--- config.mk ---
export PLATFORM = sky130hd
export DESIGN_NAME = cswc_top
export DESIGN_NICKNAME = d
export VERILOG_FILES = /design/src/verilog/cswc_pkg.sv /design/src/verilog/cswc_sync.sv /design/src/verilog/cswc_top.sv
export SDC_FILE = /design/constraint.sdc
export NUM_CORES = 1
export LEC_CHECK = 0
export BUFFER_PORTS_ARGS = -buffer_cell sky130_fd_sc_hd__buf_2
export CAP_MARGIN = 0
export CORE_AREA = 2 2 91 114
export DETAILED_ROUTE_END_ITERATION = 8
export DIE_AREA = 0 0 93 116
export PLACE_DENSITY = 0.59
export SLEW_MARGIN = 25
export SYNTH_ARGS = -nofsm -noshare
export SYNTH_HDL_FRONTEND = slang
export SYNTH_SLANG_ARGS = --single-unit
--- constraint.sdc ---
create_clock -name clk_i -period 3.59 [get_ports clk_i]
set_input_delay 0.1795 -clock clk_i [delete_from_list [all_inputs] [get_ports clk_i]]
set_output_delay 0.1795 -clock clk_i [all_outputs]
set_load 0.02 [all_outputs]
--- src/verilog/cswc_pkg.sv ---
package cswc_pkg;

  localparam int unsigned DW       = 32;
  localparam int unsigned AW       = 4;
  localparam int unsigned REG_W    = 16;
  localparam int unsigned FLD_W    = 4;
  localparam int unsigned NUM_CS   = 4;
  localparam int unsigned CS_W     = 2;

  // Register byte offsets
  localparam logic [AW-1:0] OFS_WCTL = 4'h0;
  localparam logic [AW-1:0] OFS_DSW  = 4'h4;
  localparam logic [AW-1:0] OFS_STAT = 4'h8;

  // Field positions inside the wait control word
  localparam int unsigned CS3_LSB  = 12;
  localparam int unsigned CS3_MSB  = 15;
  localparam int unsigned CS2_LSB  = 8;
  localparam int unsigned CS2_MSB  = 11;
  localparam int unsigned CS1_LSB  = 4;
  localparam int unsigned CS1_MSB  = 7;
  localparam int unsigned CS0_LSB  = 0;
  localparam int unsigned CS0_MSB  = 3;

  // Status word layout
  localparam int unsigned ST_CNT_LSB  = 0;
  localparam int unsigned ST_EXTW_BIT = 4;
  localparam int unsigned ST_DMA_BIT  = 5;
  localparam int unsigned ST_CS_LSB   = 6;
  localparam int unsigned ST_BUSY_BIT = 8;

  // Reset values and wait count constants
  localparam logic [REG_W-1:0] WCTL_RST = 16'hffff;
  localparam logic [FLD_W-1:0] DSW_RST  = 4'hf;
  localparam logic [FLD_W-1:0] WAIT_NONE = 4'h0;
  localparam logic [FLD_W-1:0] WAIT_ONE  = 4'h1;

  // Access sequencer states, Gray along idle-setup-wait-last
  typedef enum logic [2:0] {
    CSWC_IDLE  = 3'h0,
    CSWC_SETUP = 3'h1,
    CSWC_WAIT  = 3'h3,
    CSWC_LAST  = 3'h2,
    CSWC_EXTW  = 3'h6
  } cswc_state_e;

endpackage : cswc_pkg

--- src/verilog/cswc_sync.sv ---
`timescale 1ns/100ps
module cswc_sync (
  input  wire logic clk_i,
  input  wire logic rst_i,
  input  wire logic ce_i,
  input  wire logic async_i,
  output logic      level_o
);
  logic s1_q;
  logic s2_q;
  logic s3_q;

  // Three stages; level follows once the last two agree
  always_ff @(posedge clk_i) begin
    if (rst_i) begin
      s1_q    <= 1'b0;
      s2_q    <= 1'b0;
      s3_q    <= 1'b0;
      level_o <= 1'b0;
    end else if (ce_i) begin
      s1_q <= async_i;
      s2_q <= s1_q;
      s3_q <= s2_q;
      if (s2_q == s3_q) begin
        level_o <= s3_q;
      end
    end
  end
endmodule : cswc_sync

--- src/verilog/cswc_top.sv ---
// Behaviour
// Space 3 wait count comes from control bits 15 to 12.
// Space 2 wait count comes from control bits 11 to 8.
// Space 1 wait count comes from control bits 7 to 4.
// Space 0 wait count comes from control bits 3 to 0.
// Field zero inserts no waits and ignores the external wait input.
// Field n from 1 to 15 inserts n waits and honours external wait.
// Reset loads 1111 into every space wait field.
// Single-address DMA accesses use their own separate wait setting.
// External wait held after programmed waits extends the access until released.
//
// Implementation choices: the Wishbone register port and the register addresses.
`timescale 1ns/100ps
module cswc_top (
  input  wire logic                         clk_i,
  input  wire logic                         rst_i,
  input  wire logic                         ce_i,
  input  wire logic                         wb_cyc_i,
  input  wire logic                         wb_stb_i,
  input  wire logic                         wb_we_i,
  input  wire logic [cswc_pkg::AW-1:0]      wb_adr_i,
  input  wire logic [3:0]                   wb_sel_i,
  input  wire logic [cswc_pkg::DW-1:0]      wb_dat_i,
  output logic      [cswc_pkg::DW-1:0]      wb_dat_o,
  output logic                              wb_ack_o,
  input  wire logic                         acc_req_i,
  input  wire logic [cswc_pkg::CS_W-1:0]    acc_cs_i,
  input  wire logic                         acc_dma_i,
  output logic                              acc_busy_o,
  output logic                              acc_done_o,
  output logic [cswc_pkg::NUM_CS-1:0]       cs_n_o,
  input  wire logic                         ext_wait_n_i
);
  import cswc_pkg::*;

  cswc_state_e              state_q;
  logic [REG_W-1:0]         wctl_q;
  logic [FLD_W-1:0]         dsw_q;
  logic [CS_W-1:0]          cs_q;
  logic                     dma_q;
  logic                     ext_en_q;
  logic [FLD_W-1:0]         cnt_q;
  logic [FLD_W-1:0]         ld_wait_q;
  logic                     wait_lvl_n;
  logic                     ext_wait;
  logic                     wb_hit;
  logic [FLD_W-1:0]         req_wait;
  logic [FLD_W-1:0]         wcyc_q;

  // Wait field of one space
  function automatic logic [FLD_W-1:0] space_field(input logic [REG_W-1:0] ctl,
                                                   input logic [CS_W-1:0]  cs);
    logic [FLD_W-1:0] f;
    f = WAIT_NONE;
    case (cs)
      2'h3:    f = ctl[CS3_MSB:CS3_LSB];
      2'h2:    f = ctl[CS2_MSB:CS2_LSB];
      2'h1:    f = ctl[CS1_MSB:CS1_LSB];
      default: f = ctl[CS0_MSB:CS0_LSB];
    endcase
    return f;
  endfunction : space_field

  // Byte-lane merge of a write into a register
  function automatic logic [REG_W-1:0] lane_merge(input logic [REG_W-1:0] old,
                                                  input logic [REG_W-1:0] wdat,
                                                  input logic [1:0]       sel);
    logic [REG_W-1:0] r;
    r = old;
    if (sel[0]) begin
      r[7:0] = wdat[7:0];
    end
    if (sel[1]) begin
      r[15:8] = wdat[15:8];
    end
    return r;
  endfunction : lane_merge

  cswc_sync u_wait_sync (
    .clk_i   (clk_i),
    .rst_i   (rst_i),
    .ce_i    (ce_i),
    .async_i (ext_wait_n_i),
    .level_o (wait_lvl_n)
  );

  assign ext_wait = ~wait_lvl_n;
  assign wb_hit   = wb_cyc_i & wb_stb_i & ~wb_ack_o;
  assign req_wait = acc_dma_i ? dsw_q : space_field(wctl_q, acc_cs_i);

  // Bus acknowledge, one cycle after the request
  always_ff @(posedge clk_i) begin
    if (rst_i) begin
      wb_ack_o <= 1'b0;
    end else if (ce_i) begin
      wb_ack_o <= wb_hit;
    end
  end

  // Wait control register
  always_ff @(posedge clk_i) begin
    if (rst_i) begin
      wctl_q <= WCTL_RST;
    end else if (ce_i && wb_hit && wb_we_i && wb_adr_i == OFS_WCTL) begin
      wctl_q <= lane_merge(wctl_q, wb_dat_i[REG_W-1:0], wb_sel_i[1:0]);
    end
  end

  // Single-address DMA wait register
  always_ff @(posedge clk_i) begin
    if (rst_i) begin
      dsw_q <= DSW_RST;
    end else if (ce_i && wb_hit && wb_we_i && wb_adr_i == OFS_DSW && wb_sel_i[0]) begin
      dsw_q <= wb_dat_i[FLD_W-1:0];
    end
  end

  // Read data
  always_ff @(posedge clk_i) begin
    if (rst_i) begin
      wb_dat_o <= '0;
    end else if (ce_i) begin
      wb_dat_o <= '0;
      if (wb_hit && !wb_we_i) begin
        case (wb_adr_i)
          OFS_WCTL: wb_dat_o[REG_W-1:0] <= wctl_q;
          OFS_DSW:  wb_dat_o[FLD_W-1:0] <= dsw_q;
          OFS_STAT: begin
            wb_dat_o[ST_CNT_LSB +: FLD_W] <= cnt_q;
            wb_dat_o[ST_EXTW_BIT]         <= ext_wait;
            wb_dat_o[ST_DMA_BIT]          <= dma_q;
            wb_dat_o[ST_CS_LSB +: CS_W]   <= cs_q;
            wb_dat_o[ST_BUSY_BIT]         <= acc_busy_o;
          end
          default:  wb_dat_o <= '0;
        endcase
      end
    end
  end

  // Access sequencer
  always_ff @(posedge clk_i) begin
    if (rst_i) begin
      state_q   <= CSWC_IDLE;
      cs_q      <= '0;
      dma_q     <= 1'b0;
      ext_en_q  <= 1'b0;
      cnt_q     <= WAIT_NONE;
      ld_wait_q <= WAIT_NONE;
    end else if (ce_i) begin
      case (state_q)
        CSWC_IDLE: begin
          if (acc_req_i) begin
            state_q   <= CSWC_SETUP;
            cs_q      <= acc_cs_i;
            dma_q     <= acc_dma_i;
            cnt_q     <= req_wait;
            ld_wait_q <= req_wait;
            ext_en_q  <= (req_wait != WAIT_NONE);
          end
        end
        CSWC_SETUP: begin
          if (cnt_q == WAIT_NONE) begin
            state_q <= CSWC_LAST;
          end else begin
            state_q <= CSWC_WAIT;
          end
        end
        CSWC_WAIT: begin
          cnt_q <= cnt_q - WAIT_ONE;
          if (cnt_q == WAIT_ONE) begin
            state_q <= (ext_en_q && ext_wait) ? CSWC_EXTW : CSWC_LAST;
          end
        end
        CSWC_EXTW: begin
          if (!ext_wait) begin
            state_q <= CSWC_LAST;
          end
        end
        CSWC_LAST: begin
          state_q <= CSWC_IDLE;
        end
        default: begin
          state_q <= CSWC_IDLE;
        end
      endcase
    end
  end

  // Chip selects, busy and done
  always_ff @(posedge clk_i) begin
    if (rst_i) begin
      cs_n_o     <= '1;
      acc_busy_o <= 1'b0;
      acc_done_o <= 1'b0;
    end else if (ce_i) begin
      acc_done_o <= (state_q == CSWC_LAST);
      if (state_q == CSWC_IDLE && acc_req_i) begin
        cs_n_o     <= ~(NUM_CS'(1) << acc_cs_i);
        acc_busy_o <= 1'b1;
      end else if (state_q == CSWC_LAST) begin
        cs_n_o     <= '1;
        acc_busy_o <= 1'b0;
      end
    end
  end

  // Helper: counts cycles spent in programmed wait
  always_ff @(posedge clk_i) begin
    if (rst_i) begin
      wcyc_q <= '0;
    end else if (ce_i) begin
      if (state_q == CSWC_SETUP) begin
        wcyc_q <= '0;
      end else if (state_q == CSWC_WAIT) begin
        wcyc_q <= wcyc_q + WAIT_ONE;
      end
    end
  end
endmodule : cswc_top

==> results of run 1 <==
## metal layers
| layer | vias to the layer above | track usage | share of wire |
|---|---|---|---|
| met5 | - | 0 | 0 |
| met4 | 0 | 0.06569 | 0.018 |
| met3 | 10 | 0.03511 | 0.045 |
| met2 | 67 | 0.2411 | 0.52 |
| met1 | 1110 | 0.1590 | 0.42 |
| li1 | 1170 | - | - |
## sequential cells by signal, indices dropped and copies added (netlist names), 2 cells and up
name      flops
cnt_q         4
cs_n_o        4
cs_q          2
dsw_q         4
state_q       3
wb_dat_o     16
wctl_q       16
## synth_stat cells, types with 4 or more instances
cell / number
sky130_fd_sc_hd__inv_1: 7
sky130_fd_sc_hd__o21ai_0: 7
sky130_fd_sc_hd__a211o_1: 21
sky130_fd_sc_hd__mux2i_1: 11
sky130_fd_sc_hd__nor2_1: 29
sky130_fd_sc_hd__dfxtp_1: 58
sky130_fd_sc_hd__buf_4: 17
sky130_fd_sc_hd__a222oi_1: 5
sky130_fd_sc_hd__nand2_1: 15
sky130_fd_sc_hd__a22oi_1: 11
sky130_fd_sc_hd__a21oi_1: 12
sky130_fd_sc_hd__clkbuf_1: 11
sky130_fd_sc_hd__o2bb2ai_1: 4
sky130_fd_sc_hd__mux4_2: 4
sky130_fd_sc_hd__nor2b_1: 22
## per-stage QoR
step | hold WS [ns] | worst slack, ns | cells | utilization
after floorplan | 0.2974 | 1.898 | 315 | -
after global routing | 0.04993 | 1.549 | 477 | 0.3577
final | 0.05621 | 1.709 | 477 | 0.3577
after global placement | 0.3831 | 1.596 | 463 | 0.3254
after detailed placement | 0.3855 | 1.568 | 463 | 0.3254
after CTS | 0.04838 | 1.665 | 477 | 0.3574
## worst paths after layout
check / startpoint / endpoint / slack, ns / depth (start not counted)
max: wb_ack_o / wctl_q[10] / 1.71 / 4
min: wb_dat_i[14] / wctl_q[14] / 0.06 / 2
max reg2reg: wb_ack_o / wctl_q[10] / 1.71 / 4
min reg2reg: cs_q[1] / cs_q[1] / 0.46 / 2
## final cells by class
| cell class | count | share of cell area |
|---|---|---|
| Multi-Input combinational cell | 215 | 0.4339 |
| Clock buffer | 11 | 0.07062 |
| Sequential cell | 58 | 0.3378 |
| Tap cell | 126 | 0.04587 |
| Timing Repair Buffer | 57 | 0.08518 |
| Clock inverter | 3 | 0.01893 |
| Inverter | 7 | 0.007645 |
## cells by family after synthesis
family,synth area share
AND/OR/NAND/NOR,0.2108
AO/OA/AOI/OAI,0.2055
flip-flops,0.4084
buffers and inverters,0.08671
multiplexers,0.07835
adder cells (fa/ha/maj),0.008801
other,0.001319
## power by group
part           switching, mW  total (mW)  internal, mW
combinational         0.0835       0.132        0.0482
clock                  0.275       0.891         0.616
sequential            0.0135       0.672         0.658
==> flow_summary_export.csv, run 1 <==
group,metric,value,unit
clock_network,cts_resized,0,
synthesis,synth_enable_flop_cells,0,
clock_network,cts_buf_count,9,
power_and_ir_drop,pwr_density_cell,492.9,mW/mm^2
routing,wirelength,7.079,mm
synthesis,ys_top_cells_by_area,"sky130_fd_sc_hd__dfxtp_1 41%, sky130_fd_sc_hd__a211o_1 6.5%, sky130_fd_sc_hd__nor2b_1 4.8%",
floorplanning,rows,40,
grt,pin_count_of_the_biggest_net_entering_global_routing,60,
setup_path,worstPathRequired,3.80,ns
power_and_ir_drop,p_leak,1.344,nW
layout,final_layout_size_suffix_gt1_frac,0.2479,
sta,timing.final.setup_violations,0,
floorplanning,initial_utilization,0.2958,
setup_path,critical-path-slowest-cell,"sky130_fd_sc_hd__nor3_4",
clock_network,cts_tree,"yes",
sta,achievable-frequency,531.5,MHz
routing,detailroute.via_count,2357,
layout,fillerInstances,1002,
clock_network,cts_hold_buffers,0,
floorplanning,die_height,116,um
layout,diodes,0,
setup_path,crit_type,"register to register",
grt,grt_overflow,0,
routing,routed_len_inst,14.84,um
synthesis,synth_cell_type_count,53,
setup_path,critPathMaxFanout,16,
grt,number_of_global_route_vias_before_repair,2196,
sta,timing.final.crit_share,0.5241,
clock_network,clock_tree.buffer_depth,2,
floorplanning,boundaryPins,90,
sta,fin_crit,1.881,ns
run_status,status,"complete, no violations",
synthesis,sequential_share_of_the_synthesized_area,0.4085,
clock_network,worst_skew_pair.late_latency,0.32,ns
floorplanning,core-area,0.009609,sq mm
setup_path,cp_num_buf_inv,0,
routing,post_drt_via_cell_ratio,4.941,
layout,most_frequent_standard_cell_in_the_layout_excluding_fill_and_tap_cells,"sky130_fd_sc_hd__dfxtp_1",
placed_design,dpl.hpwl,5.186,mm
clock_network,clock-sinks,58,
sta,rsz_0062_raised_after_global_routing,"false",
grt,first_pass_grt_wire_length,11.28,mm
synthesis,synth_seq_cells,58,
worst_hold_path,min_path_type,"input pin to register",
setup_path,timing.critical_path.to_type,"register",
clock_network,h-tree-depth,3,
synthesis,synth-async-reset-ratio,0,
synthesis,postSynthAreaPerCell,9.476,sq um
synthesis,dominantRegCellSynth,"sky130_fd_sc_hd__dfxtp_1",
setup_path,cp.arrival,2.09,ns
placed_design,postPlaceCellArea,0.003127,sq mm
placed_design,gp_routability_congestion,0.8067,
layout,final-seq-area,0.001161,sq mm
clock_network,clkSlewWorstSetupHoldPaths,0.05,ns
routing,drt-pass1-iter-count,5,
layout,synthToLayoutAreaGrowth,20.91,%
routing,detail-route-antenna-nets,0,
power_and_ir_drop,p_total,1.694,mW
layout,design_area,0.003437,sq mm
clock_network,clk_root_buffer_cell,"sky130_fd_sc_hd__clkbuf_16",
sta,tightest_slew,0.7627,ns
flow_run,max_capacitance_violation_total,0,
setup_path,worstSetupStartpointType,"register",
floorplanning,die_w,93,um
placed_design,placement.io_buffers,55,
sta,drv_slew,0,
layout,final_net_count,401,
synthesis,post-synth-top-area-fraction,0.4085,
sta,clock_skew,0.007531,ns
sta,setup_tns,0,ns
routing,drt_iter0_drc,133,
layout,multi_input_comb_area,0.001491,sq mm
synthesis,post_synth_instance_area,0.002843,sq mm
setup_path,cp_cell_sequence,"nand4b_2 > nor3_4 > nor2b_1 > a211o_1",
layout,layout_common_cells,"58 x sky130_fd_sc_hd__dfxtp_1, 54 x sky130_fd_sc_hd__buf_2, 29 x sky130_fd_sc_hd__nor2_1",
setup_path,timing.critical_path.slowest_cell_delay,0.64,ns
sta,relSlewSlack,0.4910,
setup_path,path_delay_family,"simple AND/OR/NAND/NOR gates",
routing,drt_drc_violations_left,0,
grt,grt_antenna_before_repair,0,
grt,track_usage,0.1385,
synthesis,synthesis.instances,300,
sta,timing_hold_violations_final,0,
synthesis,synth-warning-count,0,
floorplanning,floorplan.die_area,0.01079,sq mm
synthesis,synth_top_area_cell,"sky130_fd_sc_hd__dfxtp_1",
power_and_ir_drop,max-vdd-ir-drop,0.0002236,V
clock_network,post_cts.repair.setup_buffers,0,
(Power assumes the default switching activity.)
==> run 2: changes to the inputs <==
==> constraint.sdc (replaced) <==
create_clock -name clk_i -period 1.8 [get_ports clk_i]
set_input_delay 0.09 -clock clk_i [delete_from_list [all_inputs] [get_ports clk_i]]
set_output_delay 0.09 -clock clk_i [all_outputs]
set_load 0.02 [all_outputs]
==> run 2 against run 1 <==
Compared with the run above:
- non-clock buffer count grew 27
- highest routed layer unchanged
- hold slack got worse by 0.050 ns
- register-to-register slack got worse by 1.5 ns
==> flow_summary_export.csv, run 2 (synthesized netlist as in run 1, its figures left out) <==
group,metric,value,unit
layout,layout_common_cells,"58 x sky130_fd_sc_hd__dfxtp_1, 55 x sky130_fd_sc_hd__buf_2, 29 x sky130_fd_sc_hd__nor2_1",
grt,number_of_global_route_vias_before_repair,2347,
clock_network,cts_buf_count,9,
flow_run,max_capacitance_violation_total,0,
grt,track_usage,0.1455,
power_and_ir_drop,pwr_density_cell,907.6,mW/mm^2
placed_design,gp_routability_congestion,0.7725,
sta,drv_slew,0,
clock_network,clock_tree.buffer_depth,2,
routing,detailroute.via_count,2431,
grt,first_pass_grt_wire_length,12.01,mm
setup_path,timing.critical_path.to_type,"register",
grt,grt_overflow,0,
routing,wirelength,7.443,mm
sta,fin_ws,0.1632,ns
power_and_ir_drop,netSwitchingFraction,0.2208,
grt,grt_antenna_before_repair,0,
power_and_ir_drop,proportion_of_power_drawn_by_combinational_gates,0.093,
floorplanning,initial_utilization,0.2958,
layout,diodes,0,
layout,reg_top3,"wb_dat_o (16), wctl_q (16)",
power_and_ir_drop,total_switching_power,0.7414,mW
sta,clock_skew,0.009069,ns
floorplanning,core-area,0.009609,sq mm
setup_path,cp_cell_sequence,"nand4b_2 > buf_4 > nor3_1 > a22oi_1 > nor2_1",
grt,pin_count_of_the_biggest_net_entering_global_routing,22,
routing,drt_iter0_drc,139,
sta,setup_tns,0,ns
sta,fin_crit,1.637,ns
placed_design,placement.io_buffers,55,
routing,post_drt_via_cell_ratio,4.814,
placed_design,placedCellCount,477,
sta,timing.final.setup_violations,0,
floorplanning,die_w,93,um
clock_network,cts_tree,"yes",
setup_path,critPathMaxFanout,6,
setup_path,worstSetupStartpointType,"register",
clock_network,post_cts.repair.setup_buffers,0,
sta,achievable-frequency,611.0,MHz
clock_network,clk_root_buffer_cell,"sky130_fd_sc_hd__clkbuf_16",
setup_path,r2r_cells,5,
routing,detail-route-antenna-nets,0,
routing,drt-pass1-iter-count,4,
layout,post-route-util,0.3849,
layout,final_cell_count_no_fill,505,
layout,synthToLayoutAreaGrowth,30.11,%
layout,final_net_count,428,
layout,most_frequent_standard_cell_in_the_layout_excluding_fill_and_tap_cells,"sky130_fd_sc_hd__dfxtp_1",
power_and_ir_drop,cell_internal_pwr,2.616,mW
routing,routed_len_inst,14.74,um
floorplanning,die_height,116,um
setup_path,critical-path-slowest-cell,"sky130_fd_sc_hd__nand4b_2",
setup_path,critical_path_depth,5,
clock_network,worst_skew_pair.late_latency,0.32,ns
floorplanning,rows,40,
setup_path,crit_type,"register to register",
clock_network,clock-sinks,58,
sta,whs,0.006614,ns
layout,final_layout_size_suffix_gt1_frac,0.2718,
sta,timing_hold_violations_final,0,
placed_design,dpl.hpwl,5.604,mm
setup_path,cp_num_buf_inv,1,
sta,rsz_0062_raised_after_global_routing,"false",
floorplanning,floorplan.die_area,0.01079,sq mm
clock_network,clkSlewWorstSetupHoldPaths,0.05,ns
worst_hold_path,min_path_type,"input pin to register",
placed_design,post-place-ws,0.08679,ns
setup_path,timing.critical_path.slowest_cell_delay,0.38,ns
floorplanning,boundaryPins,90,
worst_hold_path,worst_hold_path_depth,2,
setup_path,timing.reg2reg.setup_slack,0.16,ns
routing,drt_drc_violations_left,0,
power_and_ir_drop,max-vdd-ir-drop,0.0004733,V
power_and_ir_drop,pwr-share-seq,0.398,
setup_path,cp.arrival,1.89,ns
run_status,status,"complete, no violations",
sta,timing.final.crit_share,0.9093,
power_and_ir_drop,power_frac_clock,0.509,
setup_path,worstPathRequired,2.06,ns
power_and_ir_drop,p_leak,1.475,nW
setup_path,path_delay_family,"simple AND/OR/NAND/NOR gates",
clock_network,h-tree-depth,3,
==> run 2: cell count changes in the layout (fill, tap and decap cells not counted) <==
cell / change
sky130_fd_sc_hd__buf_2: +1
sky130_fd_sc_hd__a21oi_1: -1
sky130_fd_sc_hd__clkbuf_8: +2
sky130_fd_sc_hd__or3b_4: +1
sky130_fd_sc_hd__a21oi_2: +1
sky130_fd_sc_hd__buf_4: +11
sky130_fd_sc_hd__buf_12: +2
sky130_fd_sc_hd__or3b_2: -1
sky130_fd_sc_hd__bufinv_16: -1
sky130_fd_sc_hd__dlygate4sd3_1: +13
==> run 2: final cells by class <==
type / instances / area, sq um
Multi-Input combinational cell: 215 / 1498
Fill cell: 1017 / 5911
Clock inverter: 2 / 35.03
Sequential cell: 58 / 1161
Tap cell: 126 / 157.7
Clock buffer: 13 / 270.3
Inverter: 7 / 26.28
Timing Repair Buffer: 84 / 550.5
==> run 2: metal layers <==
layer	global-route usage	share of wire
met5	0	0
met4	0.06471	0.019
met3	0.03251	0.043
met2	0.2652	0.54
met1	0.1616	0.40
==> run 2: final timing paths <==
path / from / endpoint
max: wb_ack_o / wb_dat_o[2]
min: wb_dat_i[0] / dsw_q[0]
max reg2reg: wb_ack_o / wb_dat_o[2]
min reg2reg: cs_q[1] / cs_q[1]
==> run 2: per-stage QoR <==
| stage | instance area [sq um] | total power, mW |
|---|---|---|
| 2_1_floorplan | 2899 | 1.573 |
| 3_3_place_gp | 3257 | 1.647 |
| 3_5_place_dp | 3257 | 1.653 |
| 4_1_cts | 3692 | 3.399 |
| 5_1_grt | 3699 | 3.491 |
| 6_report | 3699 | 3.357 |
==> run 2: power by group through the flow <==
stage	logic, mW	clock network, mW	registers (mW)
6_report	0.313	1.71	1.34
5_1_grt	0.349	1.80	1.34
4_1_cts	0.314	1.75	1.34
3_5_place_dp	0.292	0	1.36
3_3_place_gp	0.287	0	1.36
2_1_floorplan	0.213	0	1.36
==> run 2: what timing repair did <==
item	in CTS	in global routing
setup endpoints to repair	0	1
endpoints found under the hold margin	13	0
hold buffers	13	0
gates resized for setup	0	2
==> run 3: changes to the inputs <==
--- a/config.mk
+++ b/config.mk
@@ -7,10 +7,11 @@
 export LEC_CHECK = 0
 export BUFFER_PORTS_ARGS = -buffer_cell sky130_fd_sc_hd__buf_2
 export CAP_MARGIN = 0
-export CORE_AREA = 2 2 91 114
+export CORE_AREA = 2 2 77 97
 export DETAILED_ROUTE_END_ITERATION = 8
-export DIE_AREA = 0 0 93 116
-export PLACE_DENSITY = 0.59
+export DIE_AREA = 0 0 79 99
+export HOLD_SLACK_MARGIN = 0.1
+export PLACE_DENSITY = 0.75
 export SLEW_MARGIN = 25
 export SYNTH_ARGS = -nofsm -noshare
 export SYNTH_HDL_FRONTEND = slang
==> run 3 against run 2 <==
Compared with the run above:
- clock-buffer cell count is 2 lower
- global-route usage is 4.2 points higher
- worst setup slack worse by 0.079 ns
- via count is 3.5% higher
- critical path depth is 1 higher
- utilization is 13 points higher
- wire length is 4.7% lower
- maximum frequency is 4.6% lower
- critical endpoint is now state_q[2]
- register-to-register slack worse by 0.08 ns
- non-clock buffer count is 1 higher
==> flow_summary_export.csv, run 3 (synthesized netlist as in run 1, its figures left out) <==
group,metric,value,unit
worst_hold_path,min_path_type,"input pin to register",
clock_network,clock-sinks,58,
grt,first_pass_grt_wire_length,11.27,mm
setup_path,worstSetupStartpointType,"register",
layout,layout_common_cells,"57 x sky130_fd_sc_hd__dfxtp_1, 55 x sky130_fd_sc_hd__buf_2, 29 x sky130_fd_sc_hd__nor2_1",
clock_network,cts_tree,"yes",
layout,design_area,0.003582,sq mm
floorplanning,die_height,99,um
layout,fillerInstances,627,
grt,grt_overflow,0,
layout,most_frequent_standard_cell_in_the_layout_excluding_fill_and_tap_cells,"sky130_fd_sc_hd__dfxtp_1",
grt,grt_antenna_before_repair,0,
clock_network,clock_tree.buffer_depth,2,
setup_path,timing.critical_path.slowest_cell_delay,0.44,ns
placed_design,postPlaceCellArea,0.003182,sq mm
layout,final_net_count,429,
setup_path,critical-path-slowest-cell,"sky130_fd_sc_hd__or3b_2",
routing,detail-route-antenna-nets,0,
sta,tightest_slew,0.5285,ns
flow_run,max_capacitance_violation_total,0,
layout,post-route-util,0.5198,
sta,timing_hold_violations_final,0,
sta,achievable-frequency,582.9,MHz
clock_network,worst_skew_pair.late_latency,0.34,ns
routing,drt_drc_violations_left,0,
placed_design,placement.io_buffers,55,
setup_path,crit_type,"register to register",
floorplanning,rows,34,
floorplanning,initial_utilization,0.4125,
floorplanning,die_w,79,um
setup_path,cp_cell_sequence,"inv_2 > ha_1 > or3b_2 > nand3b_1 > or4_1 > a21oi_1",
layout,reg_top3,"wb_dat_o (16), wctl_q (16)",
grt,track_usage,0.1872,
setup_path,path_delay_family,"simple AND/OR/NAND/NOR gates",
placed_design,gp_routability_congestion,0.8796,
sta,rsz_0062_raised_after_global_routing,"false",
clock_network,clkSlewWorstSetupHoldPaths,0.07,ns
power_and_ir_drop,max-vdd-ir-drop,0.0005678,V
run_status,status,"complete, no violations",
sta,setup_tns,0,ns
setup_path,timing.reg2reg.setup_slack,0.08,ns
sta,timing.final.crit_share,0.9531,
setup_path,cp.arrival,1.97,ns
grt,pin_count_of_the_biggest_net_entering_global_routing,29,
layout,final_layout_size_suffix_gt1_frac,0.2651,
layout,synthToLayoutAreaGrowth,26.01,%
layout,diodes,0,
clock_network,cts_buf_count,9,
routing,drt_iter0_drc,151,
sta,fin_crit,1.715,ns
clock_network,post_cts.repair.setup_buffers,0,
sta,drv_slew,0,
power_and_ir_drop,pwr_density_cell,825.4,mW/mm^2
sta,timing.final.setup_violations,0,
routing,wirelength,7.091,mm
grt,number_of_global_route_vias_before_repair,2408,
setup_path,worstPathRequired,2.06,ns
floorplanning,floorplan.die_area,0.007821,sq mm
placed_design,dpl.hpwl,5.064,mm
routing,routed_len_inst,15.06,um
sta,clock_skew,0.01193,ns
setup_path,critPathMaxFanout,4,
floorplanning,core-area,0.006892,sq mm
clock_network,h-tree-depth,3,
power_and_ir_drop,p_leak,1.433,nW
routing,detailroute.via_count,2516,
sta,relSlewSlack,0.6440,
setup_path,cp_num_buf_inv,1,
floorplanning,boundaryPins,90,
routing,post_drt_via_cell_ratio,5.342,
routing,drt-pass1-iter-count,4,
clock_network,clk_root_buffer_cell,"sky130_fd_sc_hd__clkbuf_8",
setup_path,timing.critical_path.to_type,"register",
## run 3: repair_timing
item,4_1_cts,5_1_grt
gates resized for setup,0,2
setup endpoints to repair,0,1
endpoints found under the hold margin,22,0
hold buffers,18,0
## run 3: stage by stage
| step | std cells | hold slack [ns] | setup slack [ns] | power (mW) |
|---|---|---|---|---|
| floorplan | 315 | 0.2079 | 0.1083 | 1.573 |
| global placement | 437 | 0.2907 | 0.08567 | 1.632 |
| detailed placement | 437 | 0.2968 | 0.05978 | 1.638 |
| CTS | 471 | 0.1654 | 0.03222 | 2.976 |
| global route | 471 | 0.1845 | 0.0002127 | 3.075 |
| finish | 471 | 0.1701 | 0.08450 | 2.957 |
## run 3: final timing paths
check | from | endpoint | cells past startpoint
max | cnt_q[1] | state_q[2] | 6
min | ce_i | u_wait_sync.s2_q | 3
max reg2reg | cnt_q[1] | state_q[2] | 6
min reg2reg | dma_q | dma_q | 2
## run 3: layout make-up
| cell class | instances | area (sq um) | share of cell area |
|---|---|---|---|
| multi-input cells | 215 | 1491 | 0.4163 |
| flip-flops and latches | 58 | 1162 | 0.3245 |
| repair buffers | 85 | 570.5 | 0.1593 |
| clock buffers | 11 | 141.4 | 0.03947 |
| well taps | 90 | 112.6 | 0.03144 |
| clock inverters | 5 | 77.57 | 0.02166 |
| inverters | 7 | 26.28 | 0.007335 |
## run 3: power by group
part           switching (mW)  internal [mW]
Clock                   0.500          0.812
Combinational           0.180          0.132
Sequential             0.0234           1.31
## run 3: layer usage
metal,up-vias,share of wire,track usage
li1,1218,-,-
met1,1213,0.40,0.2043
met2,74,0.53,0.3403
met3,11,0.041,0.03571
met4,0,0.022,0.09284
met5,-,0,0
## run 3: worst reg2reg max path: stages, from the launching register on
cell                       delay, ns
sky130_fd_sc_hd__dfxtp_2        0.34
sky130_fd_sc_hd__inv_2          0.06
sky130_fd_sc_hd__ha_1           0.12
sky130_fd_sc_hd__or3b_2         0.44
sky130_fd_sc_hd__nand3b_1       0.16
sky130_fd_sc_hd__or4_1          0.39
sky130_fd_sc_hd__a21oi_1        0.13
